### src/instr_fmt_map.svh
/*
  Constants for the instruction format and cycle-timing block: word widths,
  field positions, opcode-class codes and cycle counts.
  Assumes inclusion by bare name from the package and the design file.
*/
`ifndef INSTR_FMT_MAP_SVH
`define INSTR_FMT_MAP_SVH

`define WORD_W 24
`define OPC_W 8
`define OPC_MSB 23
`define OPC_LSB 16
`define OPND_W 16
`define REG_IDX_W 4
`define LIT_W 16
`define CYC_W 2

// Field positions inside a single word
`define DST_LSB 7
`define BASE_LSB 11
`define SRC_LSB 0
`define MODE_SRC_LSB 4
`define MODE_DST_LSB 15
`define MODE_W 3
`define FILE_ADDR_W 13
`define FILE_DIR_BIT 13
`define BITSEL_LSB 12
`define BITSEL_W 4
`define BIT_IND_BIT 15
`define LIT_LSB 4
`define LIT_FIELD_W 10
`define ACC_BIT 15
`define XPF_LSB 6
`define YPF_LSB 2
`define PF_W 4
`define XD_LSB 12
`define YD_LSB 10
`define PD_W 2
`define MUL_LSB 16
`define MUL_W 3
`define AWB_LSB 0
`define AWB_W 2
`define SHIFT_LIT_LSB 0
`define SHIFT_W 6
`define SHIFT_LIT_BIT 14
`define TBL_MODE_LSB 14
`define TBL_MODE_W 2

// Opcode classes, taken from the top nibble of the opcode
`define CLS_CTRL 4'h0
`define CLS_BIT 4'ha
`define CLS_LIT 4'hb
`define CLS_MAC 4'hc
`define CLS_DSP 4'hd
`define CLS_FILE 4'he
`define CLS_WORKING_REGISTER_ZERO_LO 4'h4
`define CLS_WORKING_REGISTER_ZERO_HI 4'h7

// Control opcodes
`define OP_NOP 8'h00
`define OP_CALL2 8'h02
`define OP_GOTO2 8'h04
`define OP_RETURN 8'h06
`define OP_JUMP 8'h37
`define OP_IND_CALL 8'h01
`define OP_IND_GOTO 8'h05
`define OP_TBL_RD 8'h0b
`define OP_TBL_WR 8'h0c
`define OP_INT_RET 8'h07
`define OP_DO_MOV2 8'h08
`define OP_SKIP 8'h0e
`define SECOND_HI 8'h00

// Cycle counts
`define CYC_ONE 2'h1
`define CYC_TWO 2'h2
`define CYC_THREE 2'h3

`endif

### src/instr_fmt_pkg.sv
/*
  Types for the instruction format block.
  Assumes the constants header is on the include path.
*/
`include "instr_fmt_map.svh"
package instr_fmt_pkg;
  typedef enum logic [5:0] {
    CLASS_CTRL = 6'h01,
    CLASS_WORKING_REGISTER_ZERO = 6'h02,
    CLASS_FILE = 6'h04,
    CLASS_BIT = 6'h08,
    CLASS_LIT = 6'h10,
    CLASS_DSP = 6'h20
  } instr_class_e;

  typedef enum logic [3:0] {
    ST_FIRST = 4'h1,
    ST_SECOND = 4'h2,
    ST_FILL = 4'h4,
    ST_SKIP = 4'h8
  } seq_state_e;
endpackage : instr_fmt_pkg

### src/instruction_format_timing.sv
/*
  Instruction format and cycle-timing decoder. Takes one program word per
  instruction cycle, splits it into opcode and operand fields, pairs
  two-word instructions and inserts no-operation cycles.
  Assumes program memory presents a word with word_valid_i every cycle it
  has one, and execute logic reports branch-taken and skip-taken conditions
  in the cycle the deciding word is presented.
*/
`include "instr_fmt_map.svh"

module instruction_format_timing
  import instr_fmt_pkg::*;
(
  // Clock and reset
  input wire logic mclk_i,
  input wire logic rst_n_i,
  // Program memory side
  input wire logic [`WORD_W-1:0] word_i,
  input wire logic word_valid_i,
  // Execute feedback
  input wire logic cond_true_i,
  input wire logic skip_taken_i,
  input wire logic three_cycle_i,
  // Decoded instruction
  output logic issue_o,
  output logic nop_o,
  output logic [5:0] class_o,
  output logic [`OPC_W-1:0] opcode_o,
  output logic [`OPND_W-1:0] operand_o,
  output logic [`OPND_W-1:0] ext_operand_o,
  output logic [`CYC_W-1:0] cycles_o,
  // Operand fields
  output logic [`REG_IDX_W-1:0] base_register_o,
  output logic [`REG_IDX_W-1:0] source_register_o,
  output logic [`REG_IDX_W-1:0] dest_register_o,
  output logic [`MODE_W-1:0] src_mode_o,
  output logic [`MODE_W-1:0] dst_mode_o,
  output logic [`FILE_ADDR_W-1:0] file_addr_o,
  output logic to_working_register_zero_o,
  output logic [`BITSEL_W-1:0] bit_sel_o,
  output logic bit_indirect_o,
  output logic [`LIT_FIELD_W-1:0] literal_o,
  output logic has_dest_o,
  output logic acc_b_o,
  output logic [`MUL_W-1:0] mul_pair_o,
  output logic [`PF_W-1:0] x_prefetch_o,
  output logic [`PF_W-1:0] y_prefetch_o,
  output logic [`PD_W-1:0] x_dest_o,
  output logic [`PD_W-1:0] y_dest_o,
  output logic [`AWB_W-1:0] acc_writeback_o,
  output logic [`SHIFT_W-1:0] shift_amount_o,
  output logic shift_literal_o,
  output logic [`REG_IDX_W-1:0] shift_count_register_o,
  output logic [`TBL_MODE_W-1:0] table_mode_o
);

  logic rst_meta_reg;
  logic rst_sync_reg;
  always_ff @(posedge mclk_i or negedge rst_n_i) begin
    if (!rst_n_i) begin
      rst_meta_reg <= 1'b0;
      rst_sync_reg <= 1'b0;
    end else begin
      rst_meta_reg <= 1'b1;
      rst_sync_reg <= rst_meta_reg;
    end
  end

  // Field split of the incoming word
  wire [`OPC_W-1:0] opc = word_i[`OPC_MSB:`OPC_LSB];
  wire [`OPND_W-1:0] opnd = word_i[`OPND_W-1:0];
  wire [3:0] cls_nib = opc[7:4];
  wire is_two_word = (opc == `OP_CALL2) || (opc == `OP_GOTO2) || (opc == `OP_DO_MOV2);
  wire is_multi = (opc == `OP_JUMP) || (opc == `OP_IND_CALL) || (opc == `OP_IND_GOTO)
               || (opc == `OP_TBL_RD) || (opc == `OP_TBL_WR)
               || (opc == `OP_RETURN) || (opc == `OP_INT_RET);
  wire is_table = (opc == `OP_TBL_RD) || (opc == `OP_TBL_WR);
  wire is_skip = (opc == `OP_SKIP);
  wire is_working_register_zero = (cls_nib >= `CLS_WORKING_REGISTER_ZERO_LO) && (cls_nib <= `CLS_WORKING_REGISTER_ZERO_HI);
  wire is_mac = (cls_nib == `CLS_MAC);

  wire [5:0] dec_class =
    is_working_register_zero ? CLASS_WORKING_REGISTER_ZERO :
    (cls_nib == `CLS_FILE) ? CLASS_FILE :
    (cls_nib == `CLS_BIT) ? CLASS_BIT :
    (cls_nib == `CLS_LIT) ? CLASS_LIT :
    (is_mac || cls_nib == `CLS_DSP) ? CLASS_DSP : CLASS_CTRL;

  // Cycle count for a first word; two-word pairs are always two cycles
  wire [`CYC_W-1:0] single_cycles =
    is_multi ? (three_cycle_i ? `CYC_THREE : `CYC_TWO) :
    (cond_true_i ? `CYC_TWO : `CYC_ONE);
  wire [`CYC_W-1:0] dec_cycles = is_two_word ? `CYC_TWO : single_cycles;

  seq_state_e state_reg;
  seq_state_e state_next;
  logic [`CYC_W-1:0] fill_reg;
  logic [`CYC_W-1:0] fill_next;

  // A skipped pair needs to swallow both words, hence the extra wait state
  always_comb begin
    state_next = state_reg;
    fill_next = fill_reg;
    case (state_reg)
      ST_FIRST: begin
        if (word_valid_i) begin
          if (is_two_word) begin
            state_next = ST_SECOND;
          end else if (is_skip && skip_taken_i) begin
            state_next = ST_SKIP;
          end else if (single_cycles != `CYC_ONE) begin
            state_next = ST_FILL;
            fill_next = single_cycles - `CYC_ONE;
          end
        end
      end
      ST_SECOND: begin
        if (word_valid_i) begin
          state_next = ST_FIRST;
        end
      end
      ST_SKIP: begin
        if (word_valid_i) begin
          if (is_two_word) begin
            state_next = ST_FILL;
            fill_next = `CYC_ONE;
          end else begin
            state_next = ST_FIRST;
          end
        end
      end
      ST_FILL: begin
        if (word_valid_i) begin
          fill_next = fill_reg - `CYC_ONE;
          if (fill_reg == `CYC_ONE) begin
            state_next = ST_FIRST;
          end
        end
      end
      default: begin
        state_next = ST_FIRST;
      end
    endcase
  end

  // Output conditions
  wire first_ok = (state_reg == ST_FIRST) && word_valid_i;
  wire lone_second = first_ok && (opc == `SECOND_HI) && !is_multi && !is_skip
                     && !is_two_word && (opnd != 16'h0000);
  wire take_first = first_ok && !lone_second;
  wire take_second = (state_reg == ST_SECOND) && word_valid_i;
  wire fill_cycle = word_valid_i && ((state_reg == ST_FILL) || (state_reg == ST_SKIP)
                    || lone_second);

  always_ff @(posedge mclk_i or negedge rst_sync_reg) begin
    if (!rst_sync_reg) begin
      state_reg <= ST_FIRST;
      fill_reg <= 2'h0;
    end else begin
      state_reg <= state_next;
      fill_reg <= fill_next;
    end
  end

  always_ff @(posedge mclk_i or negedge rst_sync_reg) begin
    if (!rst_sync_reg) begin
      issue_o <= 1'b0;
      nop_o <= 1'b0;
      class_o <= CLASS_CTRL;
      opcode_o <= 8'h00;
      operand_o <= 16'h0000;
      ext_operand_o <= 16'h0000;
      cycles_o <= 2'h0;
    end else begin
      issue_o <= take_first;
      nop_o <= fill_cycle;
      if (take_first) begin
        class_o <= dec_class;
        opcode_o <= opc;
        operand_o <= opnd;
        cycles_o <= dec_cycles;
        ext_operand_o <= 16'h0000;
      end
      if (take_second) begin
        ext_operand_o <= opnd;
      end
    end
  end

  // Operand fields, decoded from every word and held from the first word on
  wire [`REG_IDX_W-1:0] base_next = opnd[`BASE_LSB +: `REG_IDX_W];
  wire [`REG_IDX_W-1:0] source_next = opnd[`SRC_LSB +: `REG_IDX_W];
  wire [`REG_IDX_W-1:0] dest_next = opnd[`DST_LSB +: `REG_IDX_W];
  wire [`MODE_W-1:0] src_mode_next = opnd[`MODE_SRC_LSB +: `MODE_W];
  wire [`MODE_W-1:0] dst_mode_next = {opnd[`MODE_DST_LSB], opnd[`BASE_LSB-1 +: 2]};
  wire [`FILE_ADDR_W-1:0] file_addr_next = opnd[`FILE_ADDR_W-1:0];
  wire to_wrz_next = (dec_class == CLASS_FILE) && !opnd[`FILE_DIR_BIT];
  wire [`BITSEL_W-1:0] bit_sel_next = opnd[`BITSEL_LSB +: `BITSEL_W];
  wire bit_ind_next = (dec_class == CLASS_BIT) && opnd[`BIT_IND_BIT];
  wire [`LIT_FIELD_W-1:0] literal_next = opnd[`LIT_LSB +: `LIT_FIELD_W];
  wire has_dest_next = (dec_class == CLASS_LIT) && (dest_next != base_next);
  wire acc_b_next = opnd[`ACC_BIT];
  wire [`MUL_W-1:0] mul_pair_next = word_i[`MUL_LSB +: `MUL_W];
  wire [`PF_W-1:0] x_pf_next = opnd[`XPF_LSB +: `PF_W];
  wire [`PF_W-1:0] y_pf_next = opnd[`YPF_LSB +: `PF_W];
  wire [`PD_W-1:0] x_dest_next = opnd[`XD_LSB +: `PD_W];
  wire [`PD_W-1:0] y_dest_next = opnd[`YD_LSB +: `PD_W];
  wire [`AWB_W-1:0] acc_wb_next = opnd[`AWB_LSB +: `AWB_W];
  wire [`SHIFT_W-1:0] shift_next = opnd[`SHIFT_LIT_LSB +: `SHIFT_W];
  wire shift_lit_next = opnd[`SHIFT_LIT_BIT];
  wire [`REG_IDX_W-1:0] shift_reg_next = opnd[`SRC_LSB +: `REG_IDX_W];
  wire [`TBL_MODE_W-1:0] table_mode_next = is_table ? opnd[`TBL_MODE_LSB +: `TBL_MODE_W]
                                                     : 2'h0;

  field_hold #(.W(`REG_IDX_W)) base_hold (
    .mclk_i(mclk_i), .rst_n_i(rst_sync_reg), .load_i(take_first),
    .d_i(base_next), .q_o(base_register_o)
  );
  field_hold #(.W(`REG_IDX_W)) source_hold (
    .mclk_i(mclk_i), .rst_n_i(rst_sync_reg), .load_i(take_first),
    .d_i(source_next), .q_o(source_register_o)
  );
  field_hold #(.W(`REG_IDX_W)) dest_hold (
    .mclk_i(mclk_i), .rst_n_i(rst_sync_reg), .load_i(take_first),
    .d_i(dest_next), .q_o(dest_register_o)
  );
  field_hold #(.W(`MODE_W)) src_mode_hold (
    .mclk_i(mclk_i), .rst_n_i(rst_sync_reg), .load_i(take_first),
    .d_i(src_mode_next), .q_o(src_mode_o)
  );
  field_hold #(.W(`MODE_W)) dst_mode_hold (
    .mclk_i(mclk_i), .rst_n_i(rst_sync_reg), .load_i(take_first),
    .d_i(dst_mode_next), .q_o(dst_mode_o)
  );
  field_hold #(.W(`FILE_ADDR_W)) file_addr_hold (
    .mclk_i(mclk_i), .rst_n_i(rst_sync_reg), .load_i(take_first),
    .d_i(file_addr_next), .q_o(file_addr_o)
  );
  field_hold #(.W(1)) to_wrz_hold (
    .mclk_i(mclk_i), .rst_n_i(rst_sync_reg), .load_i(take_first),
    .d_i(to_wrz_next), .q_o(to_working_register_zero_o)
  );
  field_hold #(.W(`BITSEL_W)) bit_sel_hold (
    .mclk_i(mclk_i), .rst_n_i(rst_sync_reg), .load_i(take_first),
    .d_i(bit_sel_next), .q_o(bit_sel_o)
  );
  field_hold #(.W(1)) bit_ind_hold (
    .mclk_i(mclk_i), .rst_n_i(rst_sync_reg), .load_i(take_first),
    .d_i(bit_ind_next), .q_o(bit_indirect_o)
  );
  field_hold #(.W(`LIT_FIELD_W)) literal_hold (
    .mclk_i(mclk_i), .rst_n_i(rst_sync_reg), .load_i(take_first),
    .d_i(literal_next), .q_o(literal_o)
  );
  field_hold #(.W(1)) has_dest_hold (
    .mclk_i(mclk_i), .rst_n_i(rst_sync_reg), .load_i(take_first),
    .d_i(has_dest_next), .q_o(has_dest_o)
  );
  field_hold #(.W(1)) acc_b_hold (
    .mclk_i(mclk_i), .rst_n_i(rst_sync_reg), .load_i(take_first),
    .d_i(acc_b_next), .q_o(acc_b_o)
  );
  field_hold #(.W(`MUL_W)) mul_pair_hold (
    .mclk_i(mclk_i), .rst_n_i(rst_sync_reg), .load_i(take_first),
    .d_i(mul_pair_next), .q_o(mul_pair_o)
  );
  field_hold #(.W(`PF_W)) x_pf_hold (
    .mclk_i(mclk_i), .rst_n_i(rst_sync_reg), .load_i(take_first),
    .d_i(x_pf_next), .q_o(x_prefetch_o)
  );
  field_hold #(.W(`PF_W)) y_pf_hold (
    .mclk_i(mclk_i), .rst_n_i(rst_sync_reg), .load_i(take_first),
    .d_i(y_pf_next), .q_o(y_prefetch_o)
  );
  field_hold #(.W(`PD_W)) x_dest_hold (
    .mclk_i(mclk_i), .rst_n_i(rst_sync_reg), .load_i(take_first),
    .d_i(x_dest_next), .q_o(x_dest_o)
  );
  field_hold #(.W(`PD_W)) y_dest_hold (
    .mclk_i(mclk_i), .rst_n_i(rst_sync_reg), .load_i(take_first),
    .d_i(y_dest_next), .q_o(y_dest_o)
  );
  field_hold #(.W(`AWB_W)) acc_wb_hold (
    .mclk_i(mclk_i), .rst_n_i(rst_sync_reg), .load_i(take_first),
    .d_i(acc_wb_next), .q_o(acc_writeback_o)
  );
  field_hold #(.W(`SHIFT_W)) shift_hold (
    .mclk_i(mclk_i), .rst_n_i(rst_sync_reg), .load_i(take_first),
    .d_i(shift_next), .q_o(shift_amount_o)
  );
  field_hold #(.W(1)) shift_lit_hold (
    .mclk_i(mclk_i), .rst_n_i(rst_sync_reg), .load_i(take_first),
    .d_i(shift_lit_next), .q_o(shift_literal_o)
  );
  field_hold #(.W(`REG_IDX_W)) shift_reg_hold (
    .mclk_i(mclk_i), .rst_n_i(rst_sync_reg), .load_i(take_first),
    .d_i(shift_reg_next), .q_o(shift_count_register_o)
  );
  field_hold #(.W(`TBL_MODE_W)) table_mode_hold (
    .mclk_i(mclk_i), .rst_n_i(rst_sync_reg), .load_i(take_first),
    .d_i(table_mode_next), .q_o(table_mode_o)
  );

endmodule : instruction_format_timing

module field_hold #(
  parameter int W = 1
) (
  // Clock and reset
  input wire logic mclk_i,
  input wire logic rst_n_i,
  // Capture strobe and value
  input wire logic load_i,
  input wire logic [W-1:0] d_i,
  // Held field
  output logic [W-1:0] q_o
);

  // Fields stand until the next issue, so a fill or skip cycle cannot disturb them
  always_ff @(posedge mclk_i or negedge rst_n_i) begin
    if (!rst_n_i) begin
      q_o <= '0;
    end else if (load_i) begin
      q_o <= d_i;
    end
  end

endmodule : field_hold

### config.mk
export PLATFORM = sky130hd
export DESIGN_NAME = instruction_format_timing
export DESIGN_NICKNAME = d
export VERILOG_FILES = /design/src/instr_fmt_pkg.sv /design/src/instruction_format_timing.sv
export VERILOG_INCLUDE_DIRS = /design/src /design/src/src
export SDC_FILE = /design/constraint.sdc
export NUM_CORES = 1
export LEC_CHECK = 0
export ABC_AREA = 1
export BUFFER_PORTS_ARGS = -buffer_cell sky130_fd_sc_hd__buf_4
export CORE_UTILIZATION = 43
export DETAILED_ROUTE_END_ITERATION = 8
export HOLD_SLACK_MARGIN = 0.05
export PLACE_DENSITY = 0.73
export SLEW_MARGIN = 10
export SYNTH_ARGS = -nofsm -noshare
export SYNTH_HDL_FRONTEND = slang
export SYNTH_SLANG_ARGS = --single-unit
### constraint.sdc
create_clock -name mclk_i -period 2 [get_ports mclk_i]
set_clock_uncertainty 0.1 [all_clocks]
set_input_delay 0.4 -clock mclk_i [delete_from_list [all_inputs] [get_ports mclk_i]]
set_output_delay 0.4 -clock mclk_i [all_outputs]
set_load 0.02 [all_outputs]
# Word level (Yosys, flattened, before mapping)
# Index checks and enable logic that the tools add are counted.
# W data, S select, Z words.
word_totals:
  ff_bits: 133
  inputBits: 30
  out_inout_bits: 129
  wordCells: 139
op_classes:
  n_addsub: 2
  magnitude_cmp: 2
  n_eq_ne: 36
  n_mux: 30
  n_reduce_logical: 37
op_table:
  columns: ["cell", "count"]
  rows:
  - ["$eq A8 B3 Y1 const B", 4]
  - ["$eq A8 B4 Y1 const B", 4]
  - ["$mux W16", 2]
  - ["$mux W4", 8]
  - ["$mux W6", 5]
  - ["$eq A4 B4 Y1 const B", 6]
  - ["$mux W2", 11]
  - ["$ne A2 B2 Y1 const B", 9]
  - ["$pmux W4 S4", 1]
  - ["$reduce_bool A16 Y1", 1]
  - ["$logic_and A1 B1 Y1", 14]
  - ["$logic_or A1 B1 Y1", 12]
  - ["$eq A8 B1 Y1 const B", 1]
  - ["$eq A8 B2 Y1 const B", 1]
  - ["$eq A8 B6 Y1 const B", 1]
  - ["$logic_not A8 Y1", 1]
  - ["$reduce_and A8 Y1", 1]
  - ["$eq A6 B3 Y1 const B", 1]
  - ["$eq A6 B4 Y1 const B", 1]
  - ["$eq A6 B5 Y1 const B", 1]
  - ["$pmux W2 S3", 1]
  - ["$reduce_and A6 Y1", 1]
  - ["$logic_not A1 Y1", 5]
  - ["$eq A4 B1 Y1 const B", 1]
  - ["13 further kinds", 14]

# Logic depth before layout (Yosys ltp)
depth:
  ltp_word: 16
  mapped_depth: 13
  depth_no_buf: 13

# Modules after synthesis
# Synthesis repeated with hierarchy kept, for this count alone.
unflattened:
  hier_cells: 677
  area_unflattened_um2: 5795.6
by_module_without_submodules:
  columns: ["mod", "instances", "cells_per_inst", "area_per_inst_um2"]
  rows:
  - ["instruction_format_timing", 1, 336, 2816.5]
  - ["field_hold (base_hold ...)", 7, 17, 148.9]
  - ["field_hold (file_addr_hold)", 1, 55, 494.2]
  - ["field_hold (literal_hold)", 1, 42, 377.9]
  - ["field_hold (dst_mode_hold ...)", 3, 13, 112.6]
  - ["field_hold (acc_wb_hold ...)", 4, 9, 76.3]
  - ["field_hold (shift_hold)", 1, 25, 221.5]
  - ["field_hold (acc_b_hold ...)", 5, 5, 40.0]

# Least setup slack after synthesis
# Ideal clock, no wire load.
synth_timing:
  path_kind: "input -> register"
  from: "in word_i[19]"
  to: "reg ext_operand_o[10]"
  setup_ns: 0.074
  t_arrival_ns: 1.375
  required_ns: 1.826
  slack_ns: 0.451
  cell_stages: 8
  path_buffers: 1
  path_cell_list: "inv_1 nand2_2 nor3_4 nand3_2 nand2_2 o21ai_2 buf_6 o21ai_2"
synth_between:
  elab_chain_len: 15
synth_rtl:
  columns: ["element", "line", "rtl"]
  rows:
  - ["start: declaration", "instruction_format_timing.sv:18", "input wire logic [`WORD_W-1:0] word_i,"]
  - ["$eq A8 B6 Y1 (no line) or $eq A8 B1 Y1 (tied branches)", null, null]
  - ["$logic_or A1 B1 Y1 (6 in a row)", "instruction_format_timing.sv:74", "wire is_multi = (opc == `OP_JUMP) || (opc == `OP_IND_CALL) || (opc == `OP_IND_GOTO)"]
  - ["$logic_not A1 Y1", "instruction_format_timing.sv:148", "wire lone_second = first_ok && (opc == `SECOND_HI) && !is_multi && !is_skip"]
  - ["$logic_and A1 B1 Y1 (2 in a row)", "instruction_format_timing.sv:148", null]
  - ["$logic_and A1 B1 Y1 * (2 in a row)", "instruction_format_timing.sv:148", null]
  - ["$logic_not A1 Y1 *", "instruction_format_timing.sv:150", "wire take_first = first_ok && !lone_second;"]
  - ["$logic_and A1 B1 Y1 *", "instruction_format_timing.sv:150", null]
  - ["$reduce_bool A2 Y1 (no line) *", null, null]
  - ["end signal: assignment", "instruction_format_timing.sv:185", "ext_operand_o <= opnd;"]
  - ["end: declaration", "instruction_format_timing.sv:30", "output logic [`OPND_W-1:0] ext_operand_o,"]
# Mark *: on every way between the ends. The rest lies on a longest branch, timed or not.
# A chain may end at the register's enable or synchronous reset.

# Final worst setup path
layout_timing:
  from: "reg state_reg[0]"
  to: "reg state_reg[1]"
layout_between:
  elab_chain_len: 3
layout_rtl:
  columns: ["element", "line", "rtl"]
  rows:
  - ["start: declaration", "instruction_format_timing.sv:95", "seq_state_e state_reg;"]
  - ["start signal: assignment", "instruction_format_timing.sv:160", "state_reg <= state_next;"]
  - ["$eq A4 B1 Y1 (tied with other cells)", "instruction_format_timing.sv:104", "case (state_reg)"]
  - ["$ne A4 B4 Y1 (no line) or $ne A2 B2 Y1 (tied branches)", null, null]
  - ["$reduce_and A6 Y1 (no line)", null, null]
# Several ways; a longest one is shown, not always the timed one.

==> key figures <==
Global routing
  • Largest net degree at the start of global routing: 62
  • First-pass GRT wire length: 13800 um
  • Tot GR Track Use: 0.209
  • Vias in the first global route: 2735
  • Total grt overflow: 0
  • Antenna violations before repair: 0

Synth
  • Largest family of logic cells by synthesized area: buffers and inverters
  • Mux contribution to synthesized area: 0
  • Mapped Nets: 456
  • Synth Instances: 425
  • Main area contributors after synthesis: dfrtp_1 44%, buf_4 16%, nand2_1 12%
  • Synth top area share: 0.439
  • Sequential share of the synthesized area: 0.454
  • Post-Synth Adder-Cell Area: 0.00360
  • Largest area contributor in the netlist: dfrtp_1
  • Syn Area/Cell: 8.18 um^2
  • Primary FF master, synth: dfrtp_1
  • Simple-Gate Fraction of Synth Area: 0.190
  • Asr flop ratio synth: 1.00
  • Netlist cell types: 32
  • Xor/xnor cell area share of the yosys netlist: 0.00504
  • Synth Cell Area: 3480 um^2
  • Compound-gate portion of the synthesized area: 0.112
  • Yosys reg bits: 63
  • Number of synthesized flops with an enable pin: 0
  • Yosys warning total: 0

Status
  • Status: complete, no violations

Finish
  • Antenna Cells: 0
  • Fillers: 678
  • Share of cells above drive strength 1: 0.390
  • Post-layout nets: 551
  • Post-route cell area: 4500 um^2
  • P&R area growth vs syn: 29.3%
  • Biggest regs: ext_operand_o x16, operand_o x16, opcode_o x8

Drt
  • Routed vias: 2939
  • Drt wl/cell: 13.2 um
  • Total Wirelength: 8280 um
  • Routed Antenna Nets: 0
  • DR vias/cell: 4.69
  • # DRC: 0
  • Drt pass-1 iters: 4
  • 1st-iter DRT viols: 154

Timing
  • Slew Limit Fails: 0
  • Unrepaired setup endpoints after global routing: false
  • Final setup viols: 0
  • Final Cycle Share: 0.882
  • Slew margin rel.: 0.628
  • Fin Setup TNS: 0 ps
  • Max Fclk: 0.567 GHz
  • Actual slew at the worst max-slew pin: 556 ps
  • Endpoints failing hold: 0
  • Tmin final: 1760 ps

Pwr
  • Maximum vdd ir drop: 0.825 mV
  • Leakage power: 2.45 nW
  • Pwr per Cell Area: 1540 nW/um^2

Die
  • Die X: 91.9 um
  • Die ar.: 8450 um^2
  • Row count: 32
  • Die H: 91.9 um
  • IO Count: 159
  • Core Area: 7770 um^2
  • Starting density of the core: 0.447

Clock tree
  • Max Buffers Root-to-Sink: 2
  • Clk_lat worst skew: 340 ps
  • Total CTS buffers: 9
  • H-tree levels: 3
  • Root Buffer: clkbuf_8
  • Clock transition at path regs: 70 ps
  • TritonCTS clock tree: built
  • Number of clock sinks: 63

Worst setup path
  • RR Endpoint: state_reg[1]
  • R2r startpoint: state_reg[0]
  • Crit start category: flop
  • Setup Crit Path Kind: reg2reg
  • CP required: 2160 ps
  • CP Capture Type: flop
  • CP arrival: 1920 ps
  • Worst Reg2Reg Path Length in Cells: 6
  • Reg2Reg Setup Slack: 240 ps
  • CP max FO: 7

Job
  • Max Cap Viol: 0

Place
  • GP Congestion: 0.885
  • Placed Area: 4250 um^2
  • Number of port buffers: 158
  • HPWL Detailed: 6210 um

Worst hold path
  • Worst min-delay path category: reg2async
[kinds of logic after synthesis]
| logic type | count (synthesis) |
|---|---|
| AOI/OAI and AO/OA | 63 |
| adders and majority gates | 1 |
| other | 1 |
| buffers and inverters | 139 |
| and+or+nand+nor | 156 |
| DFF | 63 |
| xor gates and xnor gates | 2 |
[cells in the mapped netlist (all sizes together) (2+ instances only)]
library cell / n
nand4: 5
o211ai: 2
o21ai: 53
a31oi: 2
nor2: 22
buf: 81
inv: 57
nand3: 15
dfstp: 2
xor2: 2
nand2: 110
dfrtp: 61
nor3: 3
[through the flow]
stage          power [mW]  setup slack, ps  hold WS [ps]  instances   util
2_1_floorplan        4.95             19.4          4.41        425      -
3_3_place_gp         5.78              137          83.5        608  0.548
3_5_place_dp         5.83             27.7          85.6        608  0.548
4_1_cts              6.97              126           158        625  0.574
5_1_grt              7.35             63.4           157        627  0.579
6_report             6.93              235           157        627  0.579
[critical path, cell delays in order (launching register included)]
cell     delay, ps
dfstp_2        570
nor2_1          60
nand3_1        200
inv_1           90
o31ai_1        310
nand2_1        170
o21ai_1        180
[layer usage]
metal  track usage  vias up  wire (um)
met5             0        -          0
met3        0.0589       11        560
li1              -     1440          -
met2         0.362      121       4210
met4        0.0573        0         89
met1         0.255     1367       3420
[cell usage in the layout, fill, tap and decap left out, types with 2 or more instances in the layout]
cell type / n
nor3_1: 2
nand4_1: 5
nand3_1: 12
buf_4: 162
clkinv_2: 2
dfrtp_1: 60
clkbuf_8: 10
inv_1: 55
nand2_2: 2
inv_2: 2
o21ai_1: 6
o21ai_2: 10
nand2_1: 108
nand3_2: 3
buf_12: 3
dfstp_2: 2
a31oi_1: 2
xor2_1: 2
nor2_2: 2
nor2_1: 20
o21ai_0: 36
o211ai_1: 2
[how the worst max path moves through the flow]
stage                       startpoint                to  slack, ps  cells after the start
final                     state_reg[0]      state_reg[1]        240                      6
after global routing      state_reg[2]      operand_o[4]         60                      8
after CTS                 state_reg[2]  ext_operand_o[0]        130                      4
after detailed placement    word_i[23]  ext_operand_o[0]         30                      8
after global placement      word_i[14]  ext_operand_o[1]        140                      9
after floorplan           rst_sync_reg  bit_ind_hold.q_o         20                      0
[repair_timing]
action	in CTS	in global routing
setup endpoints to repair	0	7
setup buffers	0	2
hold endpoints to repair	2	0
hold buffers	1	0
gates resized for setup	0	1
[cell type report]
class	count	area, um^2	area share
clock buffers	11	141	0.0315
well taps	102	128	0.0284
multi-input cells	223	1090	0.242
inverters	57	214	0.0476
clock inverters	5	56.3	0.0125
repair buffers	166	1290	0.286
flip-flops and latches	63	1580	0.352
[report_power, final]
part,leakage [nW],internal [mW],switching (mW)
combinational,1.53,1.56,2.23
clock,0.0997,0.610,0.508
sequential,0.820,1.64,0.388
total,2.45,3.81,3.12
Note: power is estimated with default switching activity, not from simulation.
